[config.mk]
export PLATFORM = sky130hd
export DESIGN_NAME = plr_port1_regs
export DESIGN_NICKNAME = d
export VERILOG_FILES = /design/src/shared/plr_pkg.sv /design/src/shared/plr_regbus_if.sv /design/src/hdl/plr_port1_regs.sv /design/src/hdl/plr_axil_slave.sv /design/src/hdl/plr_serial_sel.sv
export SDC_FILE = /design/constraint.sdc
export NUM_CORES = 1
export LEC_CHECK = 0
export BUFFER_PORTS_ARGS = -buffer_cell sky130_fd_sc_hd__buf_2
export CAP_MARGIN = 40
export CORE_MARGIN = 3
export CORE_UTILIZATION = 25
export CTS_BUF_LIST = sky130_fd_sc_hd__clkbuf_8 sky130_fd_sc_hd__clkbuf_16
export CTS_CLUSTER_DIAMETER = 80
export DETAILED_ROUTE_END_ITERATION = 10
export GPL_TIMING_DRIVEN = 0
export PLACE_DENSITY_LB_ADDON = 0.08
export SKIP_LAST_GASP = 1
export SYNTH_ARGS = -nofsm -noshare
export SYNTH_HDL_FRONTEND = slang
export SYNTH_SLANG_ARGS = --single-unit
[constraint.sdc]
create_clock -name aclk -period 1.7 [get_ports aclk]
set_clock_uncertainty 0.05 [all_clocks]
set_input_delay 0.34 -clock aclk [delete_from_list [all_inputs] [get_ports aclk]]
set_output_delay 0.34 -clock aclk [all_outputs]
set_load 0.05 [all_outputs]
[src/shared/plr_pkg.sv]
// constants for the port-1 low-power, serial and transmit register set
// assumes an 8-bit AXI4-Lite byte address space, 32-bit data
package plr_pkg;

    // ***********************************
    // bus and response codes
    // ***********************************
    localparam int AXI_AW = 8;
    localparam logic [1:0] RESP_OKAY = 2'h0;
    localparam logic [1:0] RESP_SLVERR = 2'h2;

    // ***********************************
    // register byte offsets
    // ***********************************
    localparam logic [7:0] OFS_LP_UART_CTRL = 8'h50;
    localparam logic [7:0] OFS_ROLE_CHARGE = 8'h60;
    localparam logic [7:0] OFS_TX_ADJUST = 8'h70;

    // ***********************************
    // values after reset
    // ***********************************
    localparam logic [7:0] RST_LP_UART_CTRL = 8'h50;
    localparam logic [7:0] RST_ROLE_CHARGE = 8'h00;
    localparam logic [7:0] RST_TX_ADJUST = 8'h77;

    // ***********************************
    // low-power and serial control fields
    // ***********************************
    localparam int BIT_HOST_FRAME_SLEEP = 6;
    localparam int BIT_PERIPH_FRAME_SLEEP = 5;
    localparam int BIT_RESPONSE_SLEEP = 4;
    localparam int BIT_SERIAL_POLARITY = 3;
    localparam int BIT_SERIAL_PULLUP = 2;
    localparam int BIT_SERIAL_SOURCE = 1;
    localparam int BIT_SERIAL_ENABLE = 0;
    localparam logic [7:0] MASK_LP_UART_CTRL = 8'h7f;

    // ***********************************
    // role and charge status fields
    // ***********************************
    localparam int BIT_ROLE_RW_SPARE = 7;
    localparam int POS_ROLE_LO = 3;
    localparam int BIT_CHARGE_DETECT = 0;
    localparam logic CHARGE_NOT_DETECTED = 1'h1;

    // ***********************************
    // transmit adjust fields
    // ***********************************
    localparam int POS_TERM_LO = 6;
    localparam int POS_EDGE_LO = 4;
    localparam int POS_SWING_LO = 0;
    localparam logic [3:0] SWING_CHIRP_FIXED = 4'h3;

endpackage

[src/shared/plr_regbus_if.sv]
// register access strobes between the bus slave and the register set
// assumes both ends share aclk
`timescale 1ns/100ps
`default_nettype none
interface plr_regbus_if;
    import plr_pkg::*;
    logic wr_en;
    logic [AXI_AW-1:0] waddr;
    logic [31:0] wdata;
    logic [3:0] wstrb;
    logic wr_hit;
    logic [AXI_AW-1:0] raddr;
    logic [31:0] rdata;
    logic rd_hit;

    modport slave_side (
        output wr_en, waddr, wdata, wstrb, raddr,
        input wr_hit, rdata, rd_hit
    );
    modport reg_side (
        input wr_en, waddr, wdata, wstrb, raddr,
        output wr_hit, rdata, rd_hit
    );
endinterface
`default_nettype wire

[src/hdl/plr_port1_regs.sv]
// port-1 register set: low-power and serial control, role and charge status,
// high-speed transmit adjust, reached over AXI4-Lite
// assumes status inputs and pins are synchronous to aclk; fuse values are
// stable and qualified by fuse_valid when reset is released
//
// Behaviour
// - bit 6: host frame-based sleep enable, read-write, resets to one
// - bit 5: peripheral frame-based sleep enable, read-write, resets to zero
// - bit 4: response-based sleep enable, resets to one, clear blocks entry
// - bit 3: pin polarity, zero means high pin enables serial mode
// - bit 2: D+ pull-up applied during serial mode when set
// - bit 1: serial enable source, zero register bit, one general pin
// - bit 0: register serial pass-through enable when pin source not chosen
// - fuse-defaulted fields may take factory fuse values instead of defaults
// - bits 4-3: read-only port role: none, host, peripheral, reserved
// - bit 0: charge primary detect, zero detected, when method two enabled
// - bits 7-6: termination code, default one
// - bits 3-0: transmit swing code, default seven
// - during chirp J or K the swing code is ignored for fixed amplitude
`timescale 1ns/100ps
`default_nettype none
module plr_port1_regs
    import plr_pkg::*;
(
    input wire logic aclk, // system clock, 200 MHz
    input wire logic aresetn, // sync reset, active low
    input wire logic [AXI_AW-1:0] s_axi_awaddr, // write address
    input wire logic s_axi_awvalid, // write address valid
    output logic s_axi_awready, // write address ready
    input wire logic [31:0] s_axi_wdata, // write data
    input wire logic [3:0] s_axi_wstrb, // write strobes
    input wire logic s_axi_wvalid, // write data valid
    output logic s_axi_wready, // write data ready
    output logic [1:0] s_axi_bresp, // write response
    output logic s_axi_bvalid, // write response valid
    input wire logic s_axi_bready, // write response ready
    input wire logic [AXI_AW-1:0] s_axi_araddr, // read address
    input wire logic s_axi_arvalid, // read address valid
    output logic s_axi_arready, // read address ready
    output logic [31:0] s_axi_rdata, // read data
    output logic [1:0] s_axi_rresp, // read response
    output logic s_axi_rvalid, // read data valid
    input wire logic s_axi_rready, // read data ready
    input wire logic fuse_valid, // fuse values programmed
    input wire logic [7:0] fuse_lp_uart_ctrl, // fuse default, control register
    input wire logic [7:0] fuse_tx_adjust, // fuse default, transmit adjust
    input wire logic [1:0] port_role_status, // role from repeater core
    input wire logic charge_primary_detect_status, // raw detect, 0 = detected
    input wire logic charge_method_two_enable, // charge method two active
    input wire logic chirp_active, // chirp J or K being sent
    input wire logic general_pin_one, // general pin level
    output logic host_frame_sleep_enable, // host frame sleep allowed
    output logic periph_frame_sleep_enable, // peripheral frame sleep allowed
    output logic response_sleep_enable, // response sleep allowed
    output logic serial_mode_active, // serial pass-through on
    output logic serial_dplus_pullup_on, // D+ pull-up on
    output logic [1:0] hs_termination_code, // termination setting
    output logic [1:0] hs_tx_edge_rate_code, // edge-rate setting
    output logic [3:0] hs_tx_swing_code, // swing applied to the driver
    output logic hs_tx_chirp_swing // fixed chirp amplitude in use
);

    plr_regbus_if rb ();

    logic [7:0] lp_ctrl_ff;
    logic [7:0] tx_adj_ff;
    logic spare_rw_ff;
    logic [1:0] role_ff;
    logic charge_ff;
    logic fuse_load_ff;
    logic wr_lp;
    logic wr_role;
    logic wr_tx;
    logic [7:0] wbyte;
    logic [7:0] role_charge_view;

    // ***********************************
    // bus slave
    // ***********************************
    plr_axil_slave u_slave (
        .aclk(aclk),
        .aresetn(aresetn),
        .awaddr(s_axi_awaddr),
        .awvalid(s_axi_awvalid),
        .awready(s_axi_awready),
        .wdata(s_axi_wdata),
        .wstrb(s_axi_wstrb),
        .wvalid(s_axi_wvalid),
        .wready(s_axi_wready),
        .bresp(s_axi_bresp),
        .bvalid(s_axi_bvalid),
        .bready(s_axi_bready),
        .araddr(s_axi_araddr),
        .arvalid(s_axi_arvalid),
        .arready(s_axi_arready),
        .rdata(s_axi_rdata),
        .rresp(s_axi_rresp),
        .rvalid(s_axi_rvalid),
        .rready(s_axi_rready),
        .rb(rb.slave_side)
    );

    // ***********************************
    // address decode
    // ***********************************
    // only byte lane 0 carries register bits; other lanes are ignored
    assign wbyte = rb.wdata[7:0];
    assign wr_lp = rb.wr_en && rb.wstrb[0] && (rb.waddr == OFS_LP_UART_CTRL);
    assign wr_role = rb.wr_en && rb.wstrb[0] && (rb.waddr == OFS_ROLE_CHARGE);
    assign wr_tx = rb.wr_en && rb.wstrb[0] && (rb.waddr == OFS_TX_ADJUST);

    always_comb begin
        case (rb.waddr)
            OFS_LP_UART_CTRL: rb.wr_hit = 1'b1;
            OFS_ROLE_CHARGE: rb.wr_hit = 1'b1;
            OFS_TX_ADJUST: rb.wr_hit = 1'b1;
            default: rb.wr_hit = 1'b0;
        endcase
    end

    always_comb begin
        role_charge_view = 8'h00;
        role_charge_view[BIT_ROLE_RW_SPARE] = spare_rw_ff;
        role_charge_view[POS_ROLE_LO +: 2] = role_ff;
        role_charge_view[BIT_CHARGE_DETECT] = charge_ff;
    end

    always_comb begin
        rb.rdata = 32'h0000_0000;
        rb.rd_hit = 1'b1;
        case (rb.raddr)
            OFS_LP_UART_CTRL: rb.rdata[7:0] = lp_ctrl_ff & MASK_LP_UART_CTRL;
            OFS_ROLE_CHARGE: rb.rdata[7:0] = role_charge_view;
            OFS_TX_ADJUST: rb.rdata[7:0] = tx_adj_ff;
            default: rb.rd_hit = 1'b0;
        endcase
    end

    // ***********************************
    // fuse default load
    // ***********************************
    // one cycle after reset release the fuse image may replace the defaults
    always_ff @(posedge aclk) begin
        if (!aresetn) begin
            fuse_load_ff <= 1'b1;
        end else begin
            fuse_load_ff <= 1'b0;
        end
    end

    // ***********************************
    // low-power and serial control
    // ***********************************
    always_ff @(posedge aclk) begin
        if (!aresetn) begin
            lp_ctrl_ff <= RST_LP_UART_CTRL;
        end else if (fuse_load_ff && fuse_valid) begin
            lp_ctrl_ff <= fuse_lp_uart_ctrl & MASK_LP_UART_CTRL;
        end else if (wr_lp) begin
            lp_ctrl_ff <= wbyte & MASK_LP_UART_CTRL;
        end
    end

    always_ff @(posedge aclk) begin
        if (!aresetn) begin
            host_frame_sleep_enable <= RST_LP_UART_CTRL[BIT_HOST_FRAME_SLEEP];
            periph_frame_sleep_enable <= RST_LP_UART_CTRL[BIT_PERIPH_FRAME_SLEEP];
            response_sleep_enable <= RST_LP_UART_CTRL[BIT_RESPONSE_SLEEP];
        end else begin
            host_frame_sleep_enable <= lp_ctrl_ff[BIT_HOST_FRAME_SLEEP];
            periph_frame_sleep_enable <= lp_ctrl_ff[BIT_PERIPH_FRAME_SLEEP];
            response_sleep_enable <= lp_ctrl_ff[BIT_RESPONSE_SLEEP];
        end
    end

    plr_serial_sel u_serial (
        .aclk(aclk),
        .aresetn(aresetn),
        .serial_passthrough_enable(lp_ctrl_ff[BIT_SERIAL_ENABLE]),
        .serial_enable_source(lp_ctrl_ff[BIT_SERIAL_SOURCE]),
        .serial_pin_polarity(lp_ctrl_ff[BIT_SERIAL_POLARITY]),
        .serial_dplus_pullup_enable(lp_ctrl_ff[BIT_SERIAL_PULLUP]),
        .general_pin_one(general_pin_one),
        .serial_active_ff(serial_mode_active),
        .dplus_pullup_ff(serial_dplus_pullup_on)
    );

    // ***********************************
    // role and charge status
    // ***********************************
    // status fields follow hardware only; bus writes reach just the spare bit
    always_ff @(posedge aclk) begin
        if (!aresetn) begin
            spare_rw_ff <= RST_ROLE_CHARGE[BIT_ROLE_RW_SPARE];
        end else if (wr_role) begin
            spare_rw_ff <= wbyte[BIT_ROLE_RW_SPARE];
        end
    end

    always_ff @(posedge aclk) begin
        if (!aresetn) begin
            role_ff <= RST_ROLE_CHARGE[POS_ROLE_LO +: 2];
        end else begin
            role_ff <= port_role_status;
        end
    end

    // without method two the result stays at not detected
    always_ff @(posedge aclk) begin
        if (!aresetn) begin
            charge_ff <= RST_ROLE_CHARGE[BIT_CHARGE_DETECT];
        end else if (charge_method_two_enable) begin
            charge_ff <= charge_primary_detect_status;
        end else begin
            charge_ff <= CHARGE_NOT_DETECTED;
        end
    end

    // ***********************************
    // high-speed transmit adjust
    // ***********************************
    always_ff @(posedge aclk) begin
        if (!aresetn) begin
            tx_adj_ff <= RST_TX_ADJUST;
        end else if (fuse_load_ff && fuse_valid) begin
            tx_adj_ff <= fuse_tx_adjust;
        end else if (wr_tx) begin
            tx_adj_ff <= wbyte;
        end
    end

    always_ff @(posedge aclk) begin
        if (!aresetn) begin
            hs_termination_code <= RST_TX_ADJUST[POS_TERM_LO +: 2];
            hs_tx_edge_rate_code <= RST_TX_ADJUST[POS_EDGE_LO +: 2];
        end else begin
            hs_termination_code <= tx_adj_ff[POS_TERM_LO +: 2];
            hs_tx_edge_rate_code <= tx_adj_ff[POS_EDGE_LO +: 2];
        end
    end

    // chirp overrides the programmed swing so chirp levels stay fixed
    always_ff @(posedge aclk) begin
        if (!aresetn) begin
            hs_tx_swing_code <= RST_TX_ADJUST[POS_SWING_LO +: 4];
            hs_tx_chirp_swing <= 1'b0;
        end else if (chirp_active) begin
            hs_tx_swing_code <= SWING_CHIRP_FIXED;
            hs_tx_chirp_swing <= 1'b1;
        end else begin
            hs_tx_swing_code <= tx_adj_ff[POS_SWING_LO +: 4];
            hs_tx_chirp_swing <= 1'b0;
        end
    end

endmodule
`default_nettype wire

[src/hdl/plr_axil_slave.sv]
// AXI4-Lite slave: one write and one read at a time, registered handshakes
// assumes the register side decodes addresses combinationally
`timescale 1ns/100ps
`default_nettype none
module plr_axil_slave
    import plr_pkg::*;
(
    input wire logic aclk, // system clock
    input wire logic aresetn, // sync reset, active low
    input wire logic [AXI_AW-1:0] awaddr, // write address
    input wire logic awvalid, // write address valid
    output logic awready, // write address ready
    input wire logic [31:0] wdata, // write data
    input wire logic [3:0] wstrb, // write strobes
    input wire logic wvalid, // write data valid
    output logic wready, // write data ready
    output logic [1:0] bresp, // write response
    output logic bvalid, // write response valid
    input wire logic bready, // write response ready
    input wire logic [AXI_AW-1:0] araddr, // read address
    input wire logic arvalid, // read address valid
    output logic arready, // read address ready
    output logic [31:0] rdata, // read data
    output logic [1:0] rresp, // read response
    output logic rvalid, // read data valid
    input wire logic rready, // read data ready
    plr_regbus_if.slave_side rb // register side
);

    logic [AXI_AW-1:0] awaddr_ff;
    logic [31:0] wdata_ff;
    logic [3:0] wstrb_ff;
    logic do_write;

    // write fires once both halves are held and no response is pending
    assign do_write = !awready && !wready && !bvalid;
    assign rb.wr_en = do_write;
    assign rb.waddr = awaddr_ff;
    assign rb.wdata = wdata_ff;
    assign rb.wstrb = wstrb_ff;
    assign rb.raddr = araddr;

    // ***********************************
    // write channels
    // ***********************************
    always_ff @(posedge aclk) begin
        if (!aresetn) begin
            awready <= 1'b1;
            awaddr_ff <= '0;
        end else if (awvalid && awready) begin
            awready <= 1'b0;
            awaddr_ff <= awaddr;
        end else if (bvalid && bready) begin
            awready <= 1'b1;
        end
    end

    always_ff @(posedge aclk) begin
        if (!aresetn) begin
            wready <= 1'b1;
            wdata_ff <= '0;
            wstrb_ff <= '0;
        end else if (wvalid && wready) begin
            wready <= 1'b0;
            wdata_ff <= wdata;
            wstrb_ff <= wstrb;
        end else if (bvalid && bready) begin
            wready <= 1'b1;
        end
    end

    always_ff @(posedge aclk) begin
        if (!aresetn) begin
            bvalid <= 1'b0;
            bresp <= RESP_OKAY;
        end else if (do_write) begin
            bvalid <= 1'b1;
            bresp <= rb.wr_hit ? RESP_OKAY : RESP_SLVERR;
        end else if (bready) begin
            bvalid <= 1'b0;
        end
    end

    // ***********************************
    // read channels
    // ***********************************
    always_ff @(posedge aclk) begin
        if (!aresetn) begin
            arready <= 1'b1;
            rvalid <= 1'b0;
            rdata <= '0;
            rresp <= RESP_OKAY;
        end else if (arvalid && arready) begin
            arready <= 1'b0;
            rvalid <= 1'b1;
            rdata <= rb.rdata;
            rresp <= rb.rd_hit ? RESP_OKAY : RESP_SLVERR;
        end else if (rvalid && rready) begin
            arready <= 1'b1;
            rvalid <= 1'b0;
        end
    end

endmodule
`default_nettype wire

[src/hdl/plr_serial_sel.sv]
// resolves the serial pass-through enable and the D+ pull-up request
// assumes the general pin is already synchronous to aclk
`timescale 1ns/100ps
`default_nettype none
module plr_serial_sel (
    input wire logic aclk, // system clock
    input wire logic aresetn, // sync reset, active low
    input wire logic serial_passthrough_enable, // register enable
    input wire logic serial_enable_source, // 1 selects the pin
    input wire logic serial_pin_polarity, // 1 means pin low enables
    input wire logic serial_dplus_pullup_enable, // pull-up during serial mode
    input wire logic general_pin_one, // general pin level
    output logic serial_active_ff, // serial pass-through on
    output logic dplus_pullup_ff // D+ pull-up on
);

    logic pin_req;
    logic nxt_active;

    assign pin_req = general_pin_one ^ serial_pin_polarity;
    assign nxt_active = serial_enable_source ? pin_req : serial_passthrough_enable;

    always_ff @(posedge aclk) begin
        if (!aresetn) begin
            serial_active_ff <= 1'b0;
            dplus_pullup_ff <= 1'b0;
        end else begin
            serial_active_ff <= nxt_active;
            dplus_pullup_ff <= nxt_active && serial_dplus_pullup_enable;
        end
    end

endmodule
`default_nettype wire

==> impl_results.html <==
<table>
<tr><th>Metric</th><th>Value</th></tr>
<tr><th colspan="2">Worst hold path</th></tr>
<tr><td>Worst Hold Class</td><td>in2reg</td></tr>
<tr><td>Worst Hold Launch</td><td>charge_method_two_enable</td></tr>
<tr><td>Depth of the worst hold-timing path</td><td>2</td></tr>
<tr><td>Min-Delay Endpoint</td><td>charge_ff</td></tr>
<tr><th colspan="2">Timing</th></tr>
<tr><td>Number of endpoints failing setup at the final stage</td><td>0</td></tr>
<tr><td>Pin slew with the least headroom to its limit</td><td>between 0.6 and 0.7 ns</td></tr>
<tr><td>Setup WS post-layout</td><td>0.0266 ns</td></tr>
<tr><td>Worst-case headroom to the max-slew limit</td><td>0.567</td></tr>
<tr><td>Final period util</td><td>0.984</td></tr>
<tr><td>Number of max-slew violations in the final report</td><td>0</td></tr>
<tr><td>Peak Freq</td><td>598 MHz</td></tr>
<tr><td>Final-report hold violation count</td><td>0</td></tr>
<tr><td>Worst hold slack</td><td>0.124 ns</td></tr>
<tr><td>RSZ-0062 raised after global routing</td><td>yes</td></tr>
<tr><td>Aggregate negative setup slack</td><td>0 ns</td></tr>
<tr><td>Final critical path time including I/O delays and setup</td><td>approximately 1.7 ns</td></tr>
<tr><th colspan="2">Logic synthesis</th></tr>
<tr><td>Yosys synthesis warning count</td><td>0</td></tr>
<tr><td>Mean post-synth cell area</td><td>9.03 um^2</td></tr>
<tr><td>Count of distinct cell types in the synthesized netlist</td><td>41</td></tr>
<tr><td>Cells after synthesis</td><td>305</td></tr>
<tr><td>Sequential area share after synthesis</td><td>0.480</td></tr>
<tr><td>Post-synthesis instance area</td><td>2760 um^2</td></tr>
<tr><td>Flip-flop and latch count after synthesis</td><td>66</td></tr>
<tr><th colspan="2">Global routing</th></tr>
<tr><td>Maximum number of pins on one net before global-route repair</td><td>13</td></tr>
<tr><td>Initial antenna violation count</td><td>1</td></tr>
<tr><td>GRT Util Overall</td><td>0.129</td></tr>
<tr><td>Via count of the first global-routing pass</td><td>2461</td></tr>
<tr><td>GR Overflow Total</td><td>0</td></tr>
<tr><td>Global-route wire length before repair</td><td>12500 um</td></tr>
<tr><th colspan="2">Routing</th></tr>
<tr><td>Detailed Route Iter0 Violations</td><td>92</td></tr>
<tr><td>Total length of routed wires</td><td>7840 um</td></tr>
<tr><td>Routed wire per std cell</td><td>~14 um</td></tr>
<tr><td>Number of vias after detailed routing</td><td>2406</td></tr>
<tr><td>Number of routed nets with antenna violations</td><td>0</td></tr>
<tr><td>Length of the first detailed-routing pass in iterations</td><td>4</td></tr>
<tr><td>Vias per Instance</td><td>between 4 and 5</td></tr>
<tr><td>Number of DRC violations after detailed routing</td><td>0</td></tr>
<tr><th colspan="2">Final layout</th></tr>
<tr><td>Share of layout cells above drive strength 1</td><td>0.343</td></tr>
<tr><td>Total Nets Final</td><td>509</td></tr>
<tr><td>Count of inserted antenna diode cells</td><td>0</td></tr>
<tr><td>Area Growth Syn to Fin</td><td>34.8%</td></tr>
<tr><th colspan="2">Floorplan</th></tr>
<tr><td>Rows</td><td>37</td></tr>
<tr><td>Die outline area</td><td>12300 um^2</td></tr>
<tr><td>Starting Density</td><td>0.262</td></tr>
<tr><td>Core Region</td><td>10500 um^2</td></tr>
<tr><td>Die boundary width</td><td>approximately 110 um</td></tr>
<tr><td>Die Span Y</td><td>around 110 um</td></tr>
<tr><td>I/O Pins</td><td>137</td></tr>
<tr><th colspan="2">Pwr</th></tr>
<tr><td>Pwr dens</td><td>1010 nW/um^2</td></tr>
<tr><td>Worst VDD drop</td><td>0.461 mV</td></tr>
<tr><td>Cell leakage power</td><td>1.70 nW</td></tr>
<tr><th colspan="2">Worst setup path</th></tr>
<tr><td>Reg-to-reg endpoint</td><td>tx_adj_ff[7]</td></tr>
<tr><td>Biggest cell delay along the critical path</td><td>~0.36 ns</td></tr>
<tr><td>Top cell family by delay on the critical path</td><td>simple AND/OR/NAND/NOR gates</td></tr>
<tr><td>Data required time of the critical path</td><td>1.88 ns</td></tr>
<tr><td>Critical path data arrival time</td><td>roughly 1.9 ns</td></tr>
<tr><td>Cell count of the worst reg-to-reg path</td><td>5</td></tr>
<tr><td>Critical Setup Path Class</td><td>reg2reg</td></tr>
<tr><td>Launching point of the worst reg2reg path</td><td>u_slave.rb.waddr[2]</td></tr>
<tr><td>Critical path buffer and inverter count</td><td>1</td></tr>
<tr><td>Crit path max-delay cell type</td><td>nor4b_4</td></tr>
<tr><td>Ordered list of cells on the worst path</td><td>nor4b_4, and4_4, or2_1, buf_6, mux2_4</td></tr>
<tr><td>R2R Setup Slk</td><td>0.03 ns</td></tr>
<tr><td>Capturing element type of the critical path</td><td>flop</td></tr>
<tr><td>Largest fanout of any net on the critical path</td><td>4</td></tr>
<tr><td>Critical Path Start Type</td><td>flop</td></tr>
<tr><th colspan="2">CTS</th></tr>
<tr><td>Max H-tree Level</td><td>3</td></tr>
<tr><td>TritonCTS buffer count</td><td>9</td></tr>
<tr><td>Master cell of the clock root buffer</td><td>clkbuf_8</td></tr>
<tr><td>Clock tree from TritonCTS</td><td>built</td></tr>
<tr><td>Number of sinks on the clock net</td><td>66</td></tr>
<tr><td>Maximum buffer depth of the clock tree</td><td>2</td></tr>
<tr><td>Clock Latency Late Sink</td><td>0.35 ns</td></tr>
<tr><td>Clock slew at reported path FFs</td><td>around 0.080 ns</td></tr>
<tr><th colspan="2">Run</th></tr>
<tr><td>Number of violations of the max-capacitance limit</td><td>0</td></tr>
<tr><th colspan="2">Status</th></tr>
<tr><td>Status</td><td>finished clean</td></tr>
<tr><th colspan="2">Placed design</th></tr>
<tr><td>Dpl hpwl</td><td>5860 um</td></tr>
<tr><td>DP Worst Slack</td><td>-0.213 ns</td></tr>
<tr><td>Routability cong.</td><td>roughly 0.75</td></tr>
<tr><td>Count of buffers inserted at the top-level ports</td><td>80</td></tr>
</table>
worst register-to-register path: stages, from the launching register on:
cell and delay, ns:
dfxtp_2 0.34, nor4b_4 0.36, and4_4 0.29, or2_1 0.11
buf_6 0.11, mux2_4 0.29
per-stage QoR:
stage	util	cells	area [um^2]	power, W
after floorplan	-	330	2870	0.00216
after global placement	0.327	546	3440	0.00232
after detailed placement	0.327	546	3440	0.00233
after CTS	0.354	569	3720	0.00383
after global routing	0.353	568	3710	0.00394
final	0.353	568	3710	0.00377
flip-flops by register name (all words and copies together) (netlist names), 2 cells and up:
| signal | flops |
|---|---|
| hs_termination_code | 2 |
| hs_tx_edge_rate_code | 2 |
| hs_tx_swing_code | 4 |
| lp_ctrl_ff | 7 |
| role_ff | 2 |
| tx_adj_ff | 8 |
| u_slave.rb.waddr | 8 |
| u_slave.rb.wdata | 8 |
| u_slave.rdata | 8 |
area by class of cell:
cell class | instances | area [um^2]
Clock buffer | 10 | 138
Timing Repair Buffer | 88 | 460
Multi-Input combinational cell | 217 | 1240
Clock inverter | 6 | 83.8
Inverter | 5 | 18.8
Fill cell | 1150 | 6790
Buffer | 40 | 265
Sequential cell | 66 | 1340
Tap cell | 136 | 170
layout by cell type (no fill, tap or decap), drive strengths merged, types with 4 or more instances in the layout:
cell type | netlist | routed
a21oi | 34 | 34
o2111ai | 4 | 4
mux2 | 6 | 6
a2bb2oi | 4 | 4
nand2b | 6 | 6
mux2i | 5 | 5
and2 | 10 | 10
dfxtp | 66 | 66
inv | 3 | 5
clkbuf | 10 | 20
conb | 1 | 26
a311oi | 5 | 5
o21ai | 5 | 5
nor3 | 11 | 11
buf | 32 | 118
nand2 | 56 | 56
nor2 | 10 | 10
nor2b | 4 | 4
logic make-up after synthesis:
logic type	synth area share
simple gates	0.198
compound gates	0.162
flops	0.480
buf+inv	0.111
mux	0.0454
xor+xnor	0.00318
other cells	0.00136
cell usage after synthesis:
library cell,count,share of area
nand2_1,56,0.076
nor3b_1,1,0.0027
buf_4,26,0.071
a211oi_1,2,0.0054
or3_1,2,0.0045
dfxtp_1,66,0.48
mux2_2,4,0.016
a22o_1,3,0.0095
o211a_1,1,0.0036
nand3_1,1,0.0018
o2111ai_1,4,0.013
or2_1,2,0.0045
nand4_1,2,0.0045
o31a_1,3,0.0095
conb_1,1,0.0014
nor4_1,1,0.0023
clkinv_1,2,0.0027
xnor2_1,1,0.0032
mux2_4,2,0.011
and3_1,2,0.0045
inv_1,3,0.0041
a32o_1,3,0.011
buf_2,1,0.0018
a21oi_1,34,0.062
buf_1,1,0.0014
clkbuf_1,10,0.014
nor4b_2,2,0.011
buf_6,4,0.016
o21ai_0,5,0.0091
nor2_1,10,0.014
a311oi_1,4,0.013
a311oi_2,1,0.0054
a2bb2oi_1,4,0.013
nor3_1,11,0.020
and2_1,10,0.023
and4_1,2,0.0064
nand2b_1,6,0.014
a21o_1,2,0.0054
mux2i_1,5,0.018
nor2b_1,4,0.0091
a41oi_1,1,0.0032
worst max-delay path by stage:
stage                   startpoint               end  slack (ns)  depth (start not counted)
6_report       u_slave.rb.waddr[2]      tx_adj_ff[7]        0.03                          5
5_1_grt        u_slave.rb.waddr[2]      tx_adj_ff[7]       -0.03                          5
4_1_cts        u_slave.rb.waddr[7]      tx_adj_ff[7]       -0.03                          6
3_5_place_dp   u_slave.rb.waddr[2]      tx_adj_ff[7]       -0.21                          6
3_3_place_gp               aresetn  u_slave.bresp[1]       -0.21                          5
2_1_floorplan      u_slave.awready      tx_adj_ff[7]      -0.009                          6
power breakdown:
part           switching [W]  total [W]  internal [W]
clock network       0.000606    0.00146      0.000858
registers          0.0000502    0.00168       0.00162
logic               0.000414   0.000628      0.000214
per-layer routing:
metal  vias to the layer above  GRT usage  routed length [um]
met4                         2     0.0369                  63
li1                       1249          -                   -
met3                         7     0.0426                 475
met1                      1065      0.165                3750
met5                         -          0                   7
met2                        83      0.207                3540
timing repair:
item | 4_1_cts | 5_1_grt
cloned | 0 | 0
pin swaps | 3 | 5
setup endpoints to repair | 11 | 10
hold buffers | 0 | 0
gates resized for setup | 2 | 5
setup buffers | 7 | 1
No activity file was read; power rests on OpenSTA's default activity.
